`config.mk`:
```
export PLATFORM = sky130hd
export DESIGN_NAME = pss_selector
export DESIGN_NICKNAME = d
export VERILOG_FILES = /design/src/pss_pkg.sv /design/src/pss_selector.sv /design/src/pss_sync.sv
export SDC_FILE = /design/constraint.sdc
export NUM_CORES = 1
export LEC_CHECK = 0
export BUFFER_PORTS_ARGS = -buffer_cell sky130_fd_sc_hd__buf_4
export CAP_MARGIN = 20
export CELL_PAD_IN_SITES_DETAIL_PLACEMENT = 1
export CELL_PAD_IN_SITES_GLOBAL_PLACEMENT = 1
export CORE_ASPECT_RATIO = 1.4
export CORE_UTILIZATION = 55
export CTS_BUF_LIST = sky130_fd_sc_hd__clkbuf_4 sky130_fd_sc_hd__clkbuf_8
export DETAILED_ROUTE_END_ITERATION = 10
export GPL_ROUTABILITY_DRIVEN = 0
export PLACE_DENSITY_LB_ADDON = 0.1
export SYNTH_ARGS = -nofsm -noshare
export SYNTH_HDL_FRONTEND = slang
export SYNTH_SLANG_ARGS = --single-unit
export TNS_END_PERCENT = 1
```
`constraint.sdc`:
```
create_clock -name sys_clk_i -period 12.1 [get_ports sys_clk_i]
set_clock_uncertainty 0.1 [all_clocks]
set_input_delay 1.815 -clock sys_clk_i [delete_from_list [all_inputs] [get_ports sys_clk_i]]
set_output_delay 1.815 -clock sys_clk_i [all_outputs]
set_load 0.05 [all_outputs]
```
`src/pss_pkg.sv`:
```
// Constants, field layouts and carrier types for the preset speed selector.
// Assumes a single 40 MHz system clock and an active-low asynchronous reset.
// Notes on behaviour
// - A lone high, middle or low select drives out the high, middle or low speed preset.
// - After reset the high, middle and low presets hold 50 Hz, 30 Hz and 10 Hz.
// - Every preset takes 0 to 400 Hz, and the extended presets also take the not-selected code.
// - Speeds 4 to 15 each have a preset chosen by their own mix of high, middle, low and extension.
// - Extended presets reset to 9999, and a preset holding 9999 counts as not selected.
// - With two or three of high, middle and low on and that combination's preset at 9999, the lowest-ranked active select wins.
// - A terminal whose assignment code is 8 carries the extension select.
// - Low, middle and high sit on their own terminals by default, and codes 0, 1, 2 move them.
// - With speed 8 at 9999 and only the extension select on, the low preset is used.
// - Presets stay writable while running, in every mode, whatever the write protection.
// - Command sources rank jog, then presets, then current input, then voltage input.
// - Preset selection acts only with the operation mode at 3 or 4.
// - A nonzero remote function setting disables preset selection entirely.
package pss_pkg;

    // Frequencies are carried in 0.1 Hz steps
    localparam int PSS_FREQ_W = 16;
    localparam int PSS_NUM_PRESETS = 15;
    localparam int PSS_NUM_TERMS = 7;
    localparam int PSS_SYNC_STAGES = 2;

    localparam logic [15:0] PSS_FREQ_MAX = 16'h0fa0;      // 400.0 Hz
    localparam logic [15:0] PSS_NOT_SELECTED = 16'h270f;  // Code 9999
    localparam logic [15:0] PSS_RST_HIGH = 16'h01f4;      // 50.0 Hz
    localparam logic [15:0] PSS_RST_MID = 16'h012c;       // 30.0 Hz
    localparam logic [15:0] PSS_RST_LOW = 16'h0064;       // 10.0 Hz

    // Preset table indices: speed n lives at index n-1
    localparam logic [3:0] PSS_IDX_HIGH = 4'h0;
    localparam logic [3:0] PSS_IDX_MID = 4'h1;
    localparam logic [3:0] PSS_IDX_LOW = 4'h2;
    localparam logic [3:0] PSS_IDX_SPEED8 = 4'h7;

    // Terminal function-assignment codes
    localparam logic [7:0] PSS_FN_LOW = 8'h00;
    localparam logic [7:0] PSS_FN_MID = 8'h01;
    localparam logic [7:0] PSS_FN_HIGH = 8'h02;
    localparam logic [7:0] PSS_FN_EXT = 8'h08;
    localparam logic [7:0] PSS_FN_NONE = 8'hff;

    // Operation modes that allow preset selection, then setting reset values and the protection lock code
    localparam logic [7:0] PSS_MODE_EXT = 8'h03;
    localparam logic [7:0] PSS_MODE_COMB = 8'h04;
    localparam logic [7:0] PSS_RST_MODE = 8'h00;
    localparam logic [7:0] PSS_RST_REMOTE = 8'h00;
    localparam logic [7:0] PSS_RST_PROTECT = 8'h00;
    localparam logic [7:0] PSS_PROTECT_LOCK = 8'h01;

    // Register map, word addresses on the plain port
    localparam logic [7:0] PSS_ADDR_PRESET0 = 8'h00;
    localparam logic [7:0] PSS_ADDR_TERM0 = 8'h10;
    localparam logic [7:0] PSS_ADDR_MODE = 8'h18;
    localparam logic [7:0] PSS_ADDR_REMOTE = 8'h19;
    localparam logic [7:0] PSS_ADDR_PROTECT = 8'h1a;
    localparam logic [7:0] PSS_ADDR_STATUS = 8'h1c;

    // Command source encodings
    typedef enum logic [1:0] {
        PSS_SRC_JOG = 2'b00,
        PSS_SRC_PRESET = 2'b01,
        PSS_SRC_CURRENT = 2'b10,
        PSS_SRC_VOLTAGE = 2'b11
    } pss_src_e;

    // Resolved select signals
    typedef struct packed {
        logic ext;
        logic high;
        logic mid;
        logic low;
    } pss_sel_s;

    // Frequency command handed to the generator
    typedef struct packed {
        logic [15:0] freq;
        pss_src_e src;
        logic [3:0] speed;
    } pss_cmd_s;

endpackage : pss_pkg

```
`src/pss_selector.sv`:
```
// Preset speed selector: preset table, terminal mapping and command priority.
// Assumes terminal inputs are raw pins; jog and analog commands come from logic on sys_clk_i.
//
// Strobed register access and the register offsets are this design's own decisions.
`timescale 1ns/1ps
module pss_selector
    import pss_pkg::*;
(
    // Clock and reset
    input wire logic sys_clk_i,
    input wire logic arst_n_i,
    // Register port
    input wire logic [7:0] reg_addr_i,
    input wire logic [15:0] reg_wdata_i,
    input wire logic reg_wr_i,
    input wire logic reg_rd_i,
    output logic [15:0] reg_rdata_o,
    // Contact input terminals, asynchronous
    input wire logic [PSS_NUM_TERMS-1:0] term_i,
    // Jog and lower-priority commands
    input wire logic jog_active_i,
    input wire logic [15:0] jog_freq_i,
    input wire logic current_valid_i,
    input wire logic [15:0] current_freq_i,
    input wire logic [15:0] voltage_freq_i,
    // Command to the frequency generator
    output logic [15:0] freq_cmd_o,
    output logic [1:0] freq_src_o,
    output logic [3:0] speed_o,
    output logic preset_active_o
);

    logic [PSS_NUM_TERMS-1:0] term_sync;
    logic [15:0] preset_q [PSS_NUM_PRESETS];
    logic [15:0] preset_d [PSS_NUM_PRESETS];
    logic [7:0] assign_q [PSS_NUM_TERMS];
    logic [7:0] assign_d [PSS_NUM_TERMS];
    logic [7:0] mode_q;
    logic [7:0] mode_d;
    logic [7:0] remote_q;
    logic [7:0] remote_d;
    logic [7:0] protect_q;
    logic [7:0] protect_d;
    logic [15:0] rdata_q;
    logic [15:0] rdata_d;
    pss_cmd_s cmd_q;
    pss_cmd_s cmd_d;
    logic preset_act_q;
    logic preset_act_d;
    pss_sel_s sel;
    logic [PSS_NUM_TERMS-1:0] hit_low;
    logic [PSS_NUM_TERMS-1:0] hit_mid;
    logic [PSS_NUM_TERMS-1:0] hit_high;
    logic [PSS_NUM_TERMS-1:0] hit_ext;
    logic [3:0] pick_idx;
    logic pick_ok;
    logic preset_allowed;

    // Pins are asynchronous, so every terminal passes two flip-flops first
    pss_sync #(
        .WIDTH(PSS_NUM_TERMS)
    ) u_term_sync (
        .sys_clk_i(sys_clk_i),
        .arst_n_i(arst_n_i),
        .async_i(term_i),
        .sync_o(term_sync)
    );

    // Each terminal contributes to the function its assignment names
    for (genvar t = 0; t < PSS_NUM_TERMS; t++) begin : g_term
        assign hit_low[t] = term_sync[t] && (assign_q[t] == PSS_FN_LOW);
        assign hit_mid[t] = term_sync[t] && (assign_q[t] == PSS_FN_MID);
        assign hit_high[t] = term_sync[t] && (assign_q[t] == PSS_FN_HIGH);
        assign hit_ext[t] = term_sync[t] && (assign_q[t] == PSS_FN_EXT);
    end

    // Several terminals may share one function; any of them turns it on
    always_comb begin
        sel.low = |hit_low;
        sel.mid = |hit_mid;
        sel.high = |hit_high;
        sel.ext = |hit_ext;
    end

    // Choose a preset index from the select pattern
    always_comb begin
        logic [3:0] prio_idx;
        logic [3:0] combo_idx;
        logic multi;
        prio_idx = PSS_IDX_HIGH;
        combo_idx = PSS_IDX_HIGH;
        multi = 1'b0;
        pick_idx = PSS_IDX_HIGH;
        pick_ok = 1'b0;
        // Lowest-ranked active select wins among the three
        if (sel.low) begin
            prio_idx = PSS_IDX_LOW;
        end else if (sel.mid) begin
            prio_idx = PSS_IDX_MID;
        end else begin
            prio_idx = PSS_IDX_HIGH;
        end
        // Map the combination to speeds 4 to 15
        unique case ({sel.ext, sel.high, sel.mid, sel.low})
            4'b0011: combo_idx = 4'h3;
            4'b0101: combo_idx = 4'h4;
            4'b0110: combo_idx = 4'h5;
            4'b0111: combo_idx = 4'h6;
            4'b1000: combo_idx = 4'h7;
            4'b1001: combo_idx = 4'h8;
            4'b1010: combo_idx = 4'h9;
            4'b1011: combo_idx = 4'ha;
            4'b1100: combo_idx = 4'hb;
            4'b1101: combo_idx = 4'hc;
            4'b1110: combo_idx = 4'hd;
            4'b1111: combo_idx = 4'he;
            default: combo_idx = PSS_IDX_HIGH;
        endcase
        multi = sel.ext || ((sel.high && sel.mid) || (sel.high && sel.low) || (sel.mid && sel.low));
        if (!sel.ext && !sel.high && !sel.mid && !sel.low) begin
            pick_ok = 1'b0;
        end else if (!multi) begin
            pick_idx = prio_idx;
            pick_ok = 1'b1;
        end else if (preset_q[combo_idx] != PSS_NOT_SELECTED) begin
            pick_idx = combo_idx;
            pick_ok = 1'b1;
        end else if (sel.high || sel.mid || sel.low) begin
            // Extended speed not set up: fall back to the plain three-speed choice
            pick_idx = prio_idx;
            pick_ok = 1'b1;
        end else begin
            pick_idx = PSS_IDX_LOW;
            pick_ok = 1'b1;
        end
    end

    // Presets count only in external or combined mode with remote setting off
    assign preset_allowed = ((mode_q == PSS_MODE_EXT) || (mode_q == PSS_MODE_COMB))
        && (remote_q == PSS_RST_REMOTE);

    // Rank the command sources
    always_comb begin
        cmd_d.freq = voltage_freq_i;
        cmd_d.src = PSS_SRC_VOLTAGE;
        cmd_d.speed = 4'h0;
        preset_act_d = 1'b0;
        if (jog_active_i) begin
            cmd_d.freq = jog_freq_i;
            cmd_d.src = PSS_SRC_JOG;
        end else if (preset_allowed && pick_ok) begin
            cmd_d.freq = preset_q[pick_idx];
            cmd_d.src = PSS_SRC_PRESET;
            cmd_d.speed = 4'(pick_idx + 4'h1);
            preset_act_d = 1'b1;
        end else if (current_valid_i) begin
            cmd_d.freq = current_freq_i;
            cmd_d.src = PSS_SRC_CURRENT;
        end else begin
            cmd_d.freq = voltage_freq_i;
            cmd_d.src = PSS_SRC_VOLTAGE;
        end
    end

    // Register writes; presets ignore protection and run state entirely
    always_comb begin
        logic unlocked;
        logic [7:0] rel;
        unlocked = (protect_q != PSS_PROTECT_LOCK);
        rel = 8'(reg_addr_i - PSS_ADDR_TERM0);
        for (int i = 0; i < PSS_NUM_PRESETS; i++) begin
            preset_d[i] = preset_q[i];
        end
        for (int t = 0; t < PSS_NUM_TERMS; t++) begin
            assign_d[t] = assign_q[t];
        end
        mode_d = mode_q;
        remote_d = remote_q;
        protect_d = protect_q;
        if (reg_wr_i) begin
            if (reg_addr_i < 8'(PSS_NUM_PRESETS)) begin
                // Out-of-range values are dropped; 9999 only for speeds 4 to 15
                if ((reg_wdata_i <= PSS_FREQ_MAX)
                    || ((reg_addr_i[3:0] > PSS_IDX_LOW) && (reg_wdata_i == PSS_NOT_SELECTED))) begin
                    preset_d[reg_addr_i[3:0]] = reg_wdata_i;
                end
            end else if ((reg_addr_i >= PSS_ADDR_TERM0) && (rel < 8'(PSS_NUM_TERMS))) begin
                if (unlocked) begin
                    assign_d[rel[2:0]] = reg_wdata_i[7:0];
                end
            end else if (reg_addr_i == PSS_ADDR_MODE) begin
                if (unlocked) begin
                    mode_d = reg_wdata_i[7:0];
                end
            end else if (reg_addr_i == PSS_ADDR_REMOTE) begin
                if (unlocked) begin
                    remote_d = reg_wdata_i[7:0];
                end
            end else if (reg_addr_i == PSS_ADDR_PROTECT) begin
                protect_d = reg_wdata_i[7:0];
            end
        end
    end

    // Read mux; data stand for exactly the cycle after the strobe
    always_comb begin
        logic [7:0] rel;
        rel = 8'(reg_addr_i - PSS_ADDR_TERM0);
        rdata_d = 16'h0000;
        if (reg_rd_i) begin
            if (reg_addr_i < 8'(PSS_NUM_PRESETS)) begin
                rdata_d = preset_q[reg_addr_i[3:0]];
            end else if ((reg_addr_i >= PSS_ADDR_TERM0) && (rel < 8'(PSS_NUM_TERMS))) begin
                rdata_d = {8'h00, assign_q[rel[2:0]]};
            end else if (reg_addr_i == PSS_ADDR_MODE) begin
                rdata_d = {8'h00, mode_q};
            end else if (reg_addr_i == PSS_ADDR_REMOTE) begin
                rdata_d = {8'h00, remote_q};
            end else if (reg_addr_i == PSS_ADDR_PROTECT) begin
                rdata_d = {8'h00, protect_q};
            end else if (reg_addr_i == PSS_ADDR_STATUS) begin
                // Live view of the resolved selects and the chosen source
                rdata_d = {5'h00, preset_act_q, cmd_q.src, cmd_q.speed,
                    sel.ext, sel.high, sel.mid, sel.low};
            end
        end
    end

    // Preset table with its reset values
    always_ff @(posedge sys_clk_i or negedge arst_n_i) begin
        if (!arst_n_i) begin
            for (int i = 0; i < PSS_NUM_PRESETS; i++) begin
                preset_q[i] <= PSS_NOT_SELECTED;
            end
            preset_q[PSS_IDX_HIGH] <= PSS_RST_HIGH;
            preset_q[PSS_IDX_MID] <= PSS_RST_MID;
            preset_q[PSS_IDX_LOW] <= PSS_RST_LOW;
        end else begin
            for (int i = 0; i < PSS_NUM_PRESETS; i++) begin
                preset_q[i] <= preset_d[i];
            end
        end
    end

    // Terminal assignments: low, middle, high on terminals 0, 1, 2
    always_ff @(posedge sys_clk_i or negedge arst_n_i) begin
        if (!arst_n_i) begin
            for (int t = 0; t < PSS_NUM_TERMS; t++) begin
                assign_q[t] <= PSS_FN_NONE;
            end
            assign_q[0] <= PSS_FN_LOW;
            assign_q[1] <= PSS_FN_MID;
            assign_q[2] <= PSS_FN_HIGH;
        end else begin
            for (int t = 0; t < PSS_NUM_TERMS; t++) begin
                assign_q[t] <= assign_d[t];
            end
        end
    end

    // Settings, command and read data
    always_ff @(posedge sys_clk_i or negedge arst_n_i) begin
        if (!arst_n_i) begin
            mode_q <= PSS_RST_MODE;
            remote_q <= PSS_RST_REMOTE;
            protect_q <= PSS_RST_PROTECT;
            rdata_q <= 16'h0000;
            cmd_q <= '0;
            preset_act_q <= 1'b0;
        end else begin
            mode_q <= mode_d;
            remote_q <= remote_d;
            protect_q <= protect_d;
            rdata_q <= rdata_d;
            cmd_q <= cmd_d;
            preset_act_q <= preset_act_d;
        end
    end

    // Outputs come straight from flip-flops
    assign reg_rdata_o = rdata_q;
    assign freq_cmd_o = cmd_q.freq;
    assign freq_src_o = cmd_q.src;
    assign speed_o = cmd_q.speed;
    assign preset_active_o = preset_act_q;

endmodule : pss_selector

```
`src/pss_sync.sv`:
```
// Two-stage synchroniser for the contact input terminals.
// Assumes inputs are asynchronous levels; the first stage feeds only the second.
`timescale 1ns/1ps
module pss_sync
    import pss_pkg::*;
#(
    parameter int WIDTH = PSS_NUM_TERMS
) (
    // Clock and reset
    input wire logic sys_clk_i,
    input wire logic arst_n_i,
    // Raw and synchronised levels
    input wire logic [WIDTH-1:0] async_i,
    output logic [WIDTH-1:0] sync_o
);

    logic [WIDTH-1:0] meta_q;
    logic [WIDTH-1:0] meta_d;
    logic [WIDTH-1:0] sync_q;
    logic [WIDTH-1:0] sync_d;

    // Next values of both stages
    always_comb begin
        meta_d = async_i;
        sync_d = meta_q;
    end

    // Stage registers, cleared at reset
    always_ff @(posedge sys_clk_i or negedge arst_n_i) begin
        if (!arst_n_i) begin
            meta_q <= '0;
            sync_q <= '0;
        end else begin
            meta_q <= meta_d;
            sync_q <= sync_d;
        end
    end

    assign sync_o = sync_q;

endmodule : pss_sync

```
==> metrics.cfg <==
[clocking]
hold_buffers=0
cts.repair.resized=0
tritoncts.num_buffers=60
root_buffer=clkbuf_8
clk_pin_slew_worst_paths_ns=0.06
htree_levels=2
clock-sinks=373
worstSkewPairLatency_ns=0.64
cts_setup_buffers=0
cts_buffer_depth=3
cts_tree=yes

[synth]
synth_top_area_cell=dfrtp_1
ys_top_cells_by_count=273 x mux2_2, 230 x dfrtp_1, 158 x mux2i_1
syn_avg_cell_area_um2=12.20
synth-async-reset-ratio_pct=100.0
synth_edf_count=0
synthFlopType=dfrtp_1
ys_warn_count=0
syn_inst=1671
syn_area_um2=20380
synth_area_leaders=dfrtp_1 28%, dfstp_2 18%, mux2_2 15%, mux2i_1 7.8%, mux4_2 7.5%
synth_fp_nets=1762
synth_cell_types=69
synth-seq-cells=373
yosysTopAreaCellShare_pct=28.24
seq_area_frac_synth_pct=46.67
synth_most_common_cell=mux2_2

[timing]
fin_crit_sh_pct=63.87
maxSlewHeadroom_pct=27.99
finalSetupTns_ns=0
rsz0062_at_grt=false
max_clock_freq_ghz=0.1294
worst_pin_slew_ns=1.072
maxSlewViolCount=0
setup_slack_ns=4.371
finalHoldViolations=0
layout_min_cycle_time_ns=7.729
setup_viol=0

[power]
switching_share_pct=29.59
power_frac_clock_pct=38.8
leakage_nw=10.55
ir_drop_mv=0.08625
power_frac_comb_pct=17.5
intPower_mw=2.093
power_switching_mw=0.8797
finalPower_mw=2.973
power_density_nw_per_um2=129.3
sequentialPowerShare_pct=43.7

[place]
dp_cells=2171
port_buffers=123
place_ws_ns=4.563
hpwl_mm=51.51
postPlaceCellArea_um2=21690

[global_route]
grt-ovfl-total=0
first_global_vias=16830
grt_pass1_wl_mm=109.5
antenna_found_initial=2
grtUsageTotal_pct=40.04
grt_max_degree=100

[worst_setup_path]
startpoint_type=flop
crit_type=reg -> reg
required_ns=12.50
path_max_fanout=57
critPathCaptureType=flop
arrival_ns=8.13

[cells_and_area]
seq_area_um2=9513
layout-drive-gt1-share_pct=43.17
fill_cells=3680
final_area_um2=23000
nets=1859
layout.cells.non_filler=2283
diodes=0
syn2layout_area_growth_pct=12.84
multiInputGateArea_um2=10340

[floorplanning]
ios=124
die_h_um=229.8
die_w_um=164.7
dieArea_um2=37840
rows=83
start_util_pct=55.76
core_um2=36560

[routing]
drcViolationCount=0
vias=15770
wl_per_cell_um=32.30
wirelength_mm=73.75
ant_nets=0
firstDrtPassIters=5
drt_iter0_drc=1183
avgViaCountPerCell=6.908

[worst_hold_path]
hp-class=reg -> reg

[job]
drv_cap=0

[run_status]
status=completed

worst max-delay path, stage by stage (launching register included):
cell,delay (ns)
dfstp_2,0.57
nor3b_1,0.09
nand3_1,0.13
nand4_1,0.16
a211oi_1,0.75
inv_2,0.26
ha_1,0.26
inv_1,0.17
or3_1,0.28
and2_1,0.42
nand4_1,0.29
o211a_1,0.35
or4b_1,0.69
a32oi_4,0.28
buf_4,0.75
buf_4,0.91
mux2i_1,0.28
o21ai_0,0.21
a32oi_1,0.38
o311ai_1,0.15
state kept, by name, indices dropped and copies added (netlist names):
signal / count
preset_q: 240
assign_q: 56
freq_cmd_o: 16
reg_rdata_o: 16
mode_q: 8
protect_q: 8
remote_q: 8
u_term_sync.meta_q: 7
u_term_sync.sync_o: 7
speed_o: 4
freq_src_o: 2
preset_active_o: 1
placed cells by master (no fill, tap or decap), drive strengths merged, types with 22 or more instances in the layout:
| cell type | n |
|---|---|
| a21oi | 46 |
| a221oi | 25 |
| buf | 159 |
| clkbuf | 101 |
| dfrtp | 230 |
| dfstp | 143 |
| mux2 | 273 |
| mux2i | 158 |
| mux4 | 68 |
| nand2 | 86 |
| nand3 | 47 |
| nand4b | 22 |
| nor2 | 57 |
| nor2b | 65 |
| nor3 | 36 |
| o21ai | 45 |
power by group through the flow:
stage | Sequential [mW] | Clock [mW] | Combinational [mW]
after floorplan | 1.33 | 0 | 0.312
after global placement | 1.32 | 0 | 0.494
after detailed placement | 1.32 | 0 | 0.503
after CTS | 1.30 | 1.17 | 0.507
after global routing | 1.30 | 1.23 | 0.541
final | 1.30 | 1.15 | 0.519
layout make-up:
type	count	share of cell area [%]
repair buffers	160	5.272
multi-input cells	1157	44.96
inverters	16	0.2611
clock buffers	100	5.386
flip-flops and latches	373	41.36
well taps	467	2.541
clock inverters	10	0.2176
metal layers:
layer	vias up	wire (um)	GRT usage, %
met3	309	4761	7.900
li1	6526	-	-
met1	8170	25750	44.73
met2	765	36030	65.80
met4	2	7195	32.40
met5	-	13	0
metrics by stage:
step	util, %	hold slack (ns)
after floorplan	-	0.2312
after global placement	59.32	0.2329
after detailed placement	59.34	0.2373
after CTS	62.86	0.2514
after global routing	62.91	0.2663
final	62.91	0.2487
logic make-up after synthesis:
logic type               synth area share [%]
flip-flops                              46.67
adder cells (fa/ha/maj)                0.3683
XOR/XNOR                              0.08596
AND/OR/NAND/NOR                         12.55
buffers and inverters                   2.934
AO/OA/AOI/OAI                           7.029
multiplexers                            30.36
path summary, 6_finish.rpt:
kind	start	end	slack [ns]	cells after the start
max	assign_q[26]$_DFFE_PN1P_	freq_cmd_o[15]$_DFF_PN0_	4.37	19
min	u_term_sync.meta_q[4]$_DFF_PN0_	u_term_sync.sync_o[4]$_DFF_PN0_	0.25	0
max reg2reg	assign_q[26]$_DFFE_PN1P_	freq_cmd_o[15]$_DFF_PN0_	4.37	19
min reg2reg	u_term_sync.meta_q[4]$_DFF_PN0_	u_term_sync.sync_o[4]$_DFF_PN0_	0.25	0
max in group asynchronous	arst_n_i	preset_q[196]$_DFFE_PN0P_	8.48	3
min in group asynchronous	arst_n_i	preset_q[238]$_DFFE_PN0P_	1.09	1
No activity file was read; power rests on OpenSTA's default activity.
